===== config.mk =====
export PLATFORM = sky130hd
export DESIGN_NAME = watchdog_control_status
export DESIGN_NICKNAME = d
export VERILOG_FILES = /design/src/rtl/wdog_pkg.sv /design/src/rtl/watchdog_control_status.sv
export SDC_FILE = /design/constraint.sdc
export NUM_CORES = 1
export LEC_CHECK = 0
export BUFFER_PORTS_ARGS = -buffer_cell sky130_fd_sc_hd__buf_2
export CORE_ASPECT_RATIO = 0.75
export CORE_UTILIZATION = 53
export CTS_CLUSTER_DIAMETER = 40
export CTS_CLUSTER_SIZE = 12
export DETAILED_ROUTE_END_ITERATION = 10
export GPL_ROUTABILITY_DRIVEN = 1
export PLACE_DENSITY = 0.77
export SLEW_MARGIN = 20
export SYNTH_ARGS = -nofsm -noshare
export SYNTH_HDL_FRONTEND = slang
export SYNTH_SLANG_ARGS = --single-unit

===== constraint.sdc =====
create_clock -name clk_i -period 2.75 [get_ports clk_i]
set_input_delay 0.275 -clock clk_i [delete_from_list [all_inputs] [get_ports clk_i]]
set_output_delay 0.275 -clock clk_i [all_outputs]
set_load 0.1 [all_outputs]

===== src/rtl/wdog_pkg.sv =====
// constants for the watchdog control and status block
package wdog_pkg;
	// bit positions inside the control register
	localparam int unsigned WRITE_EN_POS = 0;
	localparam int unsigned ENABLE_POS = 1;
	localparam int unsigned STATUS_POS = 2;
	localparam int unsigned IRSEL_POS = 3;
	// reset value of the control register
	localparam logic [7:0] CONTROL_RESET = 8'h00;
	// default timeout length in core clock cycles
	localparam int unsigned TIMEOUT_CYCLES_DEFAULT = 65536;
endpackage


===== src/rtl/watchdog_control_status.sv =====
// watchdog control register, timeout counter and protected write sequence
`timescale 1ns/1ps
module watchdog_control_status import wdog_pkg::*; #(
	parameter int unsigned TIMEOUT_CYCLES = TIMEOUT_CYCLES_DEFAULT
) (
	// clock and reset
	input wire logic clk_i,
	input wire logic sys_rst_i,
	// register access from the core
	input wire logic reg_wr_i,
	input wire logic [7:0] reg_wdata_i,
	input wire logic instr_done_i,
	output logic [7:0] reg_rdata_o,
	// supply monitor interrupt
	input wire logic supply_monitor_irq_i,
	// timeout responses
	output logic wdog_reset_o,
	output logic wdog_irq_o
);
	// counter width; one spare value so the terminal count always fits
	localparam int unsigned CW = $clog2(TIMEOUT_CYCLES + 1);

	// protected write sequence state
	logic write_en_reg, write_en_next;
	logic armed_reg, armed_next;

	// control and status bits
	logic enable_reg, enable_next;
	logic status_reg, status_next;
	logic irsel_reg, irsel_next;

	// timeout counter
	logic [CW-1:0] count_reg, count_next;

	// registered timeout responses
	logic reset_pulse_reg;
	logic irq_pulse_reg;

	// a write while armed is the second instruction of the sequence and is taken whole
	wire logic accepted_wr = reg_wr_i && armed_reg;

	// a write while idle can only set the write enable, nothing else is stored
	wire logic arm_wr = reg_wr_i && !armed_reg && reg_wdata_i[WRITE_EN_POS];

	// any instruction after arming ends the sequence, write or not
	wire logic seq_end = armed_reg && (instr_done_i || reg_wr_i);

	// software refresh: an accepted write with the enable bit set
	wire logic refresh = accepted_wr && reg_wdata_i[ENABLE_POS];

	// a software zero write to the status bit
	wire logic status_clr = accepted_wr && !reg_wdata_i[STATUS_POS];

	// terminal count of the running counter
	wire logic at_limit = count_reg == CW'(TIMEOUT_CYCLES - 1);

	// a refresh in the last cycle still saves the period
	wire logic expire = enable_reg && !refresh && at_limit;

	// the response select decides what a missed refresh produces
	wire logic timeout_reset = expire && !irsel_reg;
	wire logic timeout_irq = expire && irsel_reg;

	// counter restarts on refresh, while disabled and after each expiry
	wire logic count_clr = refresh || !enable_reg || expire;

	// write enable arms on its own write and lasts for exactly one more instruction
	always_comb begin
		write_en_next = write_en_reg;
		armed_next = armed_reg;
		if (arm_wr) begin
			write_en_next = 1'b1;
			armed_next = 1'b1;
		end else if (seq_end) begin
			write_en_next = 1'b0;
			armed_next = 1'b0;
		end
	end

	// response select is only changed by an accepted write
	always_comb begin
		irsel_next = irsel_reg;
		if (accepted_wr)
			irsel_next = reg_wdata_i[IRSEL_POS];
	end

	// hardware set wins over a software clear in the same cycle, so no timeout is lost
	always_comb begin
		status_next = status_reg;
		if (status_clr)
			status_next = 1'b0;
		if (expire)
			status_next = 1'b1;
	end

	// clears from a watchdog reset or the supply monitor win over a software write
	always_comb begin
		enable_next = enable_reg;
		if (accepted_wr)
			enable_next = reg_wdata_i[ENABLE_POS];
		if (timeout_reset || supply_monitor_irq_i)
			enable_next = 1'b0;
	end

	// counter next value; it stays cleared while the watchdog is off
	always_comb begin
		count_next = count_reg;
		if (count_clr)
			count_next = '0;
		else
			count_next = count_reg + CW'(1);
	end

	// write enable bit as software sees it
	always_ff @(posedge clk_i) begin
		if (sys_rst_i)
			write_en_reg <= CONTROL_RESET[WRITE_EN_POS];
		else
			write_en_reg <= write_en_next;
	end

	// sequence tracker kept apart from the visible bit
	always_ff @(posedge clk_i) begin
		if (sys_rst_i)
			armed_reg <= 1'b0;
		else
			armed_reg <= armed_next;
	end

	// enable bit
	always_ff @(posedge clk_i) begin
		if (sys_rst_i)
			enable_reg <= CONTROL_RESET[ENABLE_POS];
		else
			enable_reg <= enable_next;
	end

	// status flag; the hardware reset and a software zero write clear it, the watchdog reset is an output event
	always_ff @(posedge clk_i) begin
		if (sys_rst_i)
			status_reg <= CONTROL_RESET[STATUS_POS];
		else
			status_reg <= status_next;
	end

	// response select bit
	always_ff @(posedge clk_i) begin
		if (sys_rst_i)
			irsel_reg <= CONTROL_RESET[IRSEL_POS];
		else
			irsel_reg <= irsel_next;
	end

	// timeout counter; the prescaler is outside this block, so it counts core clocks
	always_ff @(posedge clk_i) begin
		if (sys_rst_i)
			count_reg <= '0;
		else
			count_reg <= count_next;
	end

	// watchdog reset pulse, one cycle long
	always_ff @(posedge clk_i) begin
		if (sys_rst_i)
			reset_pulse_reg <= 1'b0;
		else
			reset_pulse_reg <= timeout_reset;
	end

	// watchdog interrupt pulse, one cycle long
	always_ff @(posedge clk_i) begin
		if (sys_rst_i)
			irq_pulse_reg <= 1'b0;
		else
			irq_pulse_reg <= timeout_irq;
	end

	// read data straight from flops; prescaler bits are outside this block and read zero
	always_ff @(posedge clk_i) begin
		if (sys_rst_i)
			reg_rdata_o <= CONTROL_RESET;
		else
			reg_rdata_o <= {4'h0, irsel_next, status_next, enable_next, write_en_next};
	end

	// timeout responses leave straight from their flops
	assign wdog_reset_o = reset_pulse_reg;
	assign wdog_irq_o = irq_pulse_reg;
endmodule


Word-level counts from Yosys, hierarchy flattened
Cells that the tools add are included.
Storage, ports and cells
  flip-flop bits (word level): 32
  bits of input ports: 13
  output and inout port bits: 10
  logic and storage cells: 42
Operators by class
  add/sub/neg operators: 1
  equality and inequality tests: 1
  mux-type cells: 9
  reduce and logical (&&, ||, !) cells: 21
Operators by type and width (count)
  adder 17 x 1 -> 17 bit (second input constant): 1
  == test 17 x 16 -> 1 bit (second input constant): 1
  logical AND 1 bit: 10
  two-way mux 1 bit: 9
  zero test 1 bit: 5
  logical OR 1 bit: 4
  nonzero test 2 bit: 1
  OR reduction 2 bit: 1

Depth between registers and ports, before layout
Gate-level depths: netlist of run 1.
  depth after elaboration: 8
  mapped depth: 9
  gate-level depth less buffers: 8

Least setup slack after synthesis of run 1
OpenSTA, ideal clock, no wires.
  path type: register to register
  from: register count_reg[0]
  to: register count_reg[1]
  library setup time: 115 ps
  arrival time: 1848 ps
  required time: 2635 ps
  slack: 787 ps
  cell stages (with the launch flop): 9
  buffers on the path: 1
  clock period less this slack: 1963 ps
  path through: dfxtp_1 ha_1 inv_1 nor4_1 and3_1 ha_1 nor3b_1 buf_2 and3_1
On the way
  longest elaborated chain between the ends: 4
  elaborated cells on any way between the ends: 5
  classes of those cells: add/sub (1); eq/ne (1); reduce/logical (3)
RTL lines
  start, declared: line watchdog_control_status.sv:33  | logic [CW-1:0] count_reg, count_next;
  start signal, assigned: line watchdog_control_status.sv:159  | count_reg <= count_next;
  branches (longest 4 deep; another with adder 17 x 1 -> 17 bit)
Parallel ways; which one is timed is not known.
A chain may end at the register's enable or synchronous reset.

Worst setup path after layout of run 1
  from: register count_reg[0]
  to: register count_reg[8]
The elaborated chain is that of the path after synthesis.

==> results of run 1 <==
path summary, 6_finish.rpt:
path	from	end	slack (ps)	depth (start not counted)
min	supply_monitor_irq_i	reg_rdata_o[1]	110	2
max	count_reg[0]	count_reg[8]	210	8
min reg2reg	reg_rdata_o[2]	reg_rdata_o[2]	490	2
max reg2reg	count_reg[0]	count_reg[8]	210	8
per-stage QoR:
| step | instance area, µm² | power (mW) |
|---|---|---|
| after global routing | 1240 | 0.612 |
| after detailed placement | 1200 | 0.414 |
| after floorplan | 1170 | 0.410 |
| after global placement | 1200 | 0.413 |
| after CTS | 1240 | 0.594 |
| final | 1240 | 0.588 |
placed cells by master, fill, tap and decap left out, types with 2 or more instances in the layout:
cell      synthesis  routed
or4_1             4       4
dfxtp_1          24      24
and3_1            3       3
o21ai_0           3       3
buf_2             1      14
nand3b_1          6       6
nor2_1            9       9
clkbuf_4          0       3
a21oi_1          10      10
mux2i_1           5       5
buf_4             8       3
o31ai_1           4       4
or3_1             2       2
conb_1            1       4
nor4_2            4       4
inv_1             5       5
nand3_1          15      15
xor2_1            2       2
nand2_1           7       7
nand4_2           2       2
ha_1              2       2
cells by family (layout without fill, tap and decap cells):
kind of cell / Yosys count / in the layout / synth area share [%]
xor gates and xnor gates: 3 / 3 / 2.27
AOI/OAI and AO/OA: 19 / 19 / 9.61
buffers and inverters: 17 / 26 / 9.50
and+or+nand+nor: 57 / 57 / 30.3
DFF: 24 / 24 / 41.5
other: 1 / 4 / 0.324
muxes: 5 / 5 / 4.32
adders and majority gates: 2 / 2 / 2.16
power breakdown:
| group | total [mW] | internal, mW | switching [mW] |
|---|---|---|---|
| clock | 0.181 | 0.0809 | 0.100 |
| sequential | 0.353 | 0.350 | 0.00249 |
| combinational | 0.0537 | 0.00906 | 0.0447 |
timing repair:
action / CTS / global route
resized for setup: 1 / 0
hold buffers: 0 / 0
endpoints found under the setup margin: 11 / 0
worst reg2reg max path, cell delays in order (launching register included):
cell     delay [ps]
dfxtp_1         370
ha_1            250
inv_1            80
nor4_1           80
and3_1          180
ha_1            230
nor3b_2         610
nand2_1         420
a21oi_1         250
area by class of cell:
type	count	area [µm²]	area share [%]
Clock buffer	4	36.3	2.92
Inverter	5	18.8	1.51
Multi-Input combinational cell	90	584	47.0
Sequential cell	24	480	38.7
Tap cell	24	30.0	2.42
Timing Repair Buffer	17	92.6	7.45
layer usage:
layer / vias up / routed length (µm) / track usage [%]
met3: 0 / 60 / 6.79
met1: 457 / 1020 / 23.9
met4: 0 / 0 / 4.88
met2: 14 / 1050 / 32.6
met5: - / 0 / 0
li1: 473 / - / -
==> flow_summary.toml, run 1 <==
[pwr]
peakVddDrop_mv = 0.376
leakage_nw = 0.426
p_per_area_nw_per_um2 = 473

[final_layout]
syn_to_final_growth_pct = 7.24
final_cell_count_no_fill = 164
fin_nets = 156
drive_above_1_share_pct = 20.0
utilization_pct = 61.1
largest_reg_flops = 17
diodes = 0
fillers = 181

[sta]
timing.final.crit_period_ps = 2540
slew_headroom_pct = 53.6
final-max-slew-violation-count = 0
rsz0062_at_grt = "false"
timing.final.ws_setup_ps = 207
fmax_mhz = 393
worst_slew_pin_slew_ps = 694
fin_skew_ps = 2.11
tns_ps = 0
setup_viol_count_final = 0
holdWs_ps = 112
finalCritPeriodShare_pct = 92.5
finalHoldViolations = 0

[logic_synthesis]
synth_top_area_cell = "dfxtp_1"
synth-seq-area-share_pct = 41.5
synth.top_cells.by_count = "dfxtp_1, nand3_1, a21oi_1"
ys_types = 30
synth-warning-count = 0
syn_avg_cell_area_um2 = 9.05
synth_area_um2 = 1160
synth_flop_cell = "dfxtp_1"
synthArstFlopShare_pct = 0
synth_top_cells_by_area = "dfxtp_1, nand3_1, buf_4"
synth_enable_flop_cells = 0
synth_cells = 128
synth.most_common_cell = "dfxtp_1"
synth_top_area_share_pct = 41.5
ys_seq_elements = 24

[floorplanning]
die-area_um2 = 2380
core_area_um2 = 2030
core.rowCount = 14
start_util_pct = 57.0
fp.dieW_um = 56.0
die_y_um = 42.5
io_pins = 23

[setup_path]
critPathTopFamily = "simple AND/OR/NAND/NOR gates"
critPathLaunchType = "flip-flop"
crit_required_ps = 2990
crit_type = "flip-flop to flip-flop"
crit_top_cell = "ha_1"
worst_setup_path_end_kind = "flip-flop"
worst-path-buf-inv = 1
cp_max_fo = 12
path_cells = "ha_1 -> inv_1 -> nor4_1 -> and3_1 -> ha_1 -> nor3b_2 -> nand2_1 -> a21oi_1"
slowest_delay_ps = 610
worst_path_max_delay_cell = "nor3b_2"
worstPathArrival_ps = 2780

[cts]
clock-root-buffer = "clkbuf_4"
clock-sinks = 24
clock_latency_ps = 310
clkTransAtPathRegs_ps = 120
clk_path_buf_depth = 2
cts_tree = "yes"
cts_max_level = 1
cts_buffers = 3
postCtsSetupBuffers = 0

[grt]
grt_pass1_wl_um = 3600
overflow = 0
antenna_found_initial = 0
first_global_vias = 859
track_usage_pct = 19.4
grt_max_degree = 16

[flow_run]
cap_violations = 0

[drt]
drtAntennaViolNets = 0
vias_per_cell = 5.76
first_pass_iters = 4
drt_iter0_markers = 21
drc_errors = 0
num_vias = 944
wl_um = 2140
post_drt_wl_per_cell_um = 13.0

[min_path]
min_path_type = "primary input to flip-flop"

[placement]
dp_hpwl_um = 1590
dp.cells = 160
portBuffers = 14
pre_cts_ws_ps = -240
gp_congestion = 0.737

[outcome]
outcome = "complete, no violations"
(Power assumes the default switching activity.)
==> run 2, diff against run 1 <==
--- a/config.mk
+++ b/config.mk
@@ -8,10 +8,11 @@
 export BUFFER_PORTS_ARGS = -buffer_cell sky130_fd_sc_hd__buf_2
 export CORE_ASPECT_RATIO = 0.75
 export CORE_UTILIZATION = 53
-export CTS_CLUSTER_DIAMETER = 40
+export CTS_CLUSTER_DIAMETER = 100
 export CTS_CLUSTER_SIZE = 12
 export DETAILED_ROUTE_END_ITERATION = 10
 export GPL_ROUTABILITY_DRIVEN = 1
+export MAX_ROUTING_LAYER = met4
 export PLACE_DENSITY = 0.77
 export SLEW_MARGIN = 20
 export SYNTH_ARGS = -nofsm -noshare
==> flow_summary.toml, run 2 (synthesized netlist as in run 1, its figures left out) <==
[final_layout]
final_common_cell = "dfxtp_1"
final_cell_count_no_fill = 164
final_cell_area_um2 = 1240
syn_to_final_growth_pct = 7.24
layout_common_cells = "dfxtp_1, nand3_1, buf_2"
drive_above_1_share_pct = 20.0
utilization_pct = 61.1
fin_nets = 156
largest_reg_flops = 17
diodes = 0

[grt]
first_global_vias = 858
grt_pass1_wl_um = 3610
grt_max_degree = 16
antenna_found_initial = 0
track_usage_pct = 20.0
overflow = 0

[setup_path]
crit_end = "count_reg[8]"
worst_setup_path_end_kind = "flip-flop"
r2r-end = "count_reg[8]"
cp_max_fo = 12
rr_startpoint = "count_reg[0]"
reg2reg_depth = 8
critPathLaunchType = "flip-flop"
crit_type = "flip-flop to flip-flop"
crit_path_start = "count_reg[0]"
reg2reg_slack_ps = 210
crit_required_ps = 2990
worstPathArrival_ps = 2780

[sta]
fmax_mhz = 394
holdWs_ps = 112
worst_slew_pin_slew_ps = 695
rsz0062_at_grt = "false"
finalCritPeriodShare_pct = 92.4
timing.final.crit_period_ps = 2540
finalHoldViolations = 0
final-max-slew-violation-count = 0
setup_viol_count_final = 0
timing.final.ws_setup_ps = 210
fin_skew_ps = 2.12
slew_headroom_pct = 53.5
tns_ps = 0

[floorplanning]
start_util_pct = 57.0
core.rowCount = 14
core_area_um2 = 2030
die_y_um = 42.5
io_pins = 23
fp.dieW_um = 56.0
die-area_um2 = 2380

[cts]
clk_path_buf_depth = 2
clock_latency_ps = 310
postCtsSetupBuffers = 0
cts_buffers = 3
clock-sinks = 24
clock-root-buffer = "clkbuf_4"
clkTransAtPathRegs_ps = 120
cts_resized = 1
cts_tree = "yes"
cts_max_level = 1
hold_buffers = 0

[min_path]
min_path_type = "primary input to flip-flop"

[drt]
wl_um = 2150
post_drt_wl_per_cell_um = 13.1
vias_per_cell = 5.85
drt_iter0_markers = 21
num_vias = 959
first_pass_iters = 4
drc_errors = 0
drtAntennaViolNets = 0

[pwr]
p_comb_share_pct = 9.1
p_per_area_nw_per_um2 = 473
sw_frac_of_total_pct = 25.1
seq_power_share_pct = 60.0
power_frac_clock_pct = 30.9
power_uw = 588
intPower_uw = 440
switching_power_uw = 148
peakVddDrop_mv = 0.376
leakage_nw = 0.426

[placement]
dp_hpwl_um = 1590
gp_congestion = 0.747
dp.cells = 160
placed_area_um2 = 1200
pre_cts_ws_ps = -240
portBuffers = 14

[flow_run]
cap_violations = 0

[outcome]
outcome = "complete, no violations"
## run 2: layout make-up
| class | count | area, µm² |
|---|---|---|
| flip-flops and latches | 24 | 480 |
| well taps | 24 | 30.0 |
| inverters | 5 | 18.8 |
| clock buffers | 4 | 36.3 |
| multi-input cells | 90 | 584 |
| repair buffers | 17 | 92.6 |
| fillers | 181 | 790 |
## run 2: worst min-delay path by stage
stage,depth (start not counted),slack (ps),endpoint,startpoint
finish,2,110,reg_rdata_o[1],supply_monitor_irq_i
global route,2,90,reg_rdata_o[1],supply_monitor_irq_i
CTS,2,110,reg_rdata_o[1],supply_monitor_irq_i
detailed placement,2,450,reg_rdata_o[1],supply_monitor_irq_i
global placement,2,440,reg_rdata_o[1],supply_monitor_irq_i
floorplan,1,340,armed_reg,sys_rst_i
## run 2: worst max-delay path, stage by stage, from the launching register on
cell and delay [ps]:
dfxtp_1 370, ha_1 250, inv_1 80, nor4_1 80, and3_1 180, ha_1 230
nor3b_2 620, nand2_1 420, a21oi_1 250
## run 2: routing by layer
metal	global-route usage, %	part of all wire (%)	vias to the layer above
li1	-	-	475
met1	23.9	47	464
met2	32.6	49	18
met3	6.79	4.0	2
met4	4.88	0.60	0
met5	-	0	-
## run 2: power by group through the flow
| stage | Clock [mW] | Sequential, mW | Combinational (mW) |
|---|---|---|---|
| global placement | 0 | 0.360 | 0.0526 |
| global route | 0.203 | 0.353 | 0.0561 |
| detailed placement | 0 | 0.360 | 0.0534 |
| floorplan | 0 | 0.360 | 0.0500 |
| CTS | 0.188 | 0.353 | 0.0536 |
| finish | 0.182 | 0.353 | 0.0537 |
==> run 3, diff against run 2 <==
==> constraint.sdc (replaced) <==
create_clock -name clk_i -period 2.7 [get_ports clk_i]
set_input_delay 0.27 -clock clk_i [delete_from_list [all_inputs] [get_ports clk_i]]
set_output_delay 0.27 -clock clk_i [all_outputs]
set_load 0.1 [all_outputs]
==> flow_summary.toml, run 3 (synthesized netlist as in run 1, its figures left out) <==
[floorplanning]
fp.dieW_um = 56.0
die-area_um2 = 2380
start_util_pct = 57.0
core.rowCount = 14
die_y_um = 42.5
core_area_um2 = 2030
io_pins = 23

[cts]
hold_buffers = 0
cts_buffers = 3
clock-root-buffer = "clkbuf_4"
clk_path_buf_depth = 2
clkTransAtPathRegs_ps = 120
clock-sinks = 24
cts_tree = "yes"
clock_latency_ps = 310
postCtsSetupBuffers = 0
cts_max_level = 1

[grt]
overflow = 0
antenna_found_initial = 0
track_usage_pct = 21.1
first_global_vias = 853
grt_pass1_wl_um = 3730
grt_max_degree = 16

[pwr]
intPower_uw = 448
p_per_area_nw_per_um2 = 477
peakVddDrop_mv = 0.432
power_frac_clock_pct = 30.8
sw_frac_of_total_pct = 25.2
seq_power_share_pct = 59.9
switching_power_uw = 151
p_comb_share_pct = 9.2
power_uw = 599
leakage_nw = 0.430

[final_layout]
fillers = 173
multi_input_area_um2 = 591
diodes = 0
syn_to_final_growth_pct = 8.42
utilization_pct = 61.8
drive_above_1_share_pct = 20.6
seq_area_um2 = 480
largest_reg_flops = 17
final_common_cell = "dfxtp_1"
layout_common_cells = "dfxtp_1, nand3_1, buf_2"
fin_nets = 157
final_cell_count_no_fill = 165

[drt]
num_vias = 950
post_drt_wl_per_cell_um = 13.1
wl_um = 2170
vias_per_cell = 5.76
drc_errors = 0
drtAntennaViolNets = 0
drt_iter0_markers = 33
first_pass_iters = 6

[outcome]
outcome = "complete, no violations"

[flow_run]
cap_violations = 0

[sta]
setup_viol_count_final = 0
finalCritPeriodShare_pct = 87.2
worst_slew_pin_slew_ps = 561
tns_ps = 0
rsz0062_at_grt = "false"
fin_skew_ps = 1.01
finalHoldViolations = 0
slew_headroom_pct = 62.2
timing.final.crit_period_ps = 2350
fmax_mhz = 425
final-max-slew-violation-count = 0

[setup_path]
crit_type = "flip-flop to flip-flop"
crit_required_ps = 2900
critPathLaunchType = "flip-flop"
cp_max_fo = 12
worstPathArrival_ps = 2560
worst_setup_path_end_kind = "flip-flop"

[placement]
gp_congestion = 0.733
dp.cells = 161
dp_hpwl_um = 1610
portBuffers = 14

[min_path]
min_path_type = "primary input to flip-flop"
run 3: through the flow:
step	worst slack [ps]	instance area, µm²	hold WS [ps]
6_report	346	1260	100
5_1_grt	131	1260	91.2
4_1_cts	201	1250	89.1
3_5_place_dp	-285	1210	439
3_3_place_gp	-113	1210	438
2_1_floorplan	737	1170	339
run 3: what timing repair did:
item                                    4_1_cts  5_1_grt
resized for setup                             1        1
pin swaps                                     0        0
endpoints found under the setup margin       11        4
run 3: layer usage:
layer	part of all wire, %	vias to the layer above	wire length [µm]	track usage [%]
li1	-	482	-	-
met1	47	444	1030	26.5
met2	48	20	1030	32.9
met3	4.1	4	89	6.79
met4	0.97	0	21	5.85
met5	0	-	0	-
run 3: power by group through the flow:
stage | registers [mW] | clock network (mW) | logic [mW]
after global routing | 0.360 | 0.208 | 0.0580
after detailed placement | 0.367 | 0 | 0.0547
after CTS | 0.359 | 0.193 | 0.0549
after floorplan | 0.366 | 0 | 0.0510
final | 0.359 | 0.185 | 0.0554
after global placement | 0.367 | 0 | 0.0536
run 3: worst paths after layout:
kind / from / endpoint / slack, ps / depth (start not counted)
max: count_reg[0] / count_reg[4] / 350 / 8
min: supply_monitor_irq_i / reg_rdata_o[1] / 100 / 2
min reg2reg: irsel_reg / wdog_irq_o / 490 / 2
max reg2reg: count_reg[0] / count_reg[4] / 350 / 8
run 3: area by class of cell:
cell class,instances,share of cell area (%)
Multi-Input combinational cell,90,47.0
Sequential cell,24,38.2
Clock buffer,4,2.89
Tap cell,24,2.39
Timing Repair Buffer,18,7.97
Inverter,5,1.49
run 3: worst max-delay path: stages (launching register included):
cell     delay [ps]
dfxtp_1         410
ha_1            230
inv_1            80
nor4_1          530
and3_1          250
ha_1            210
nor3b_4         100
nand2_1         320
nor2_1          100
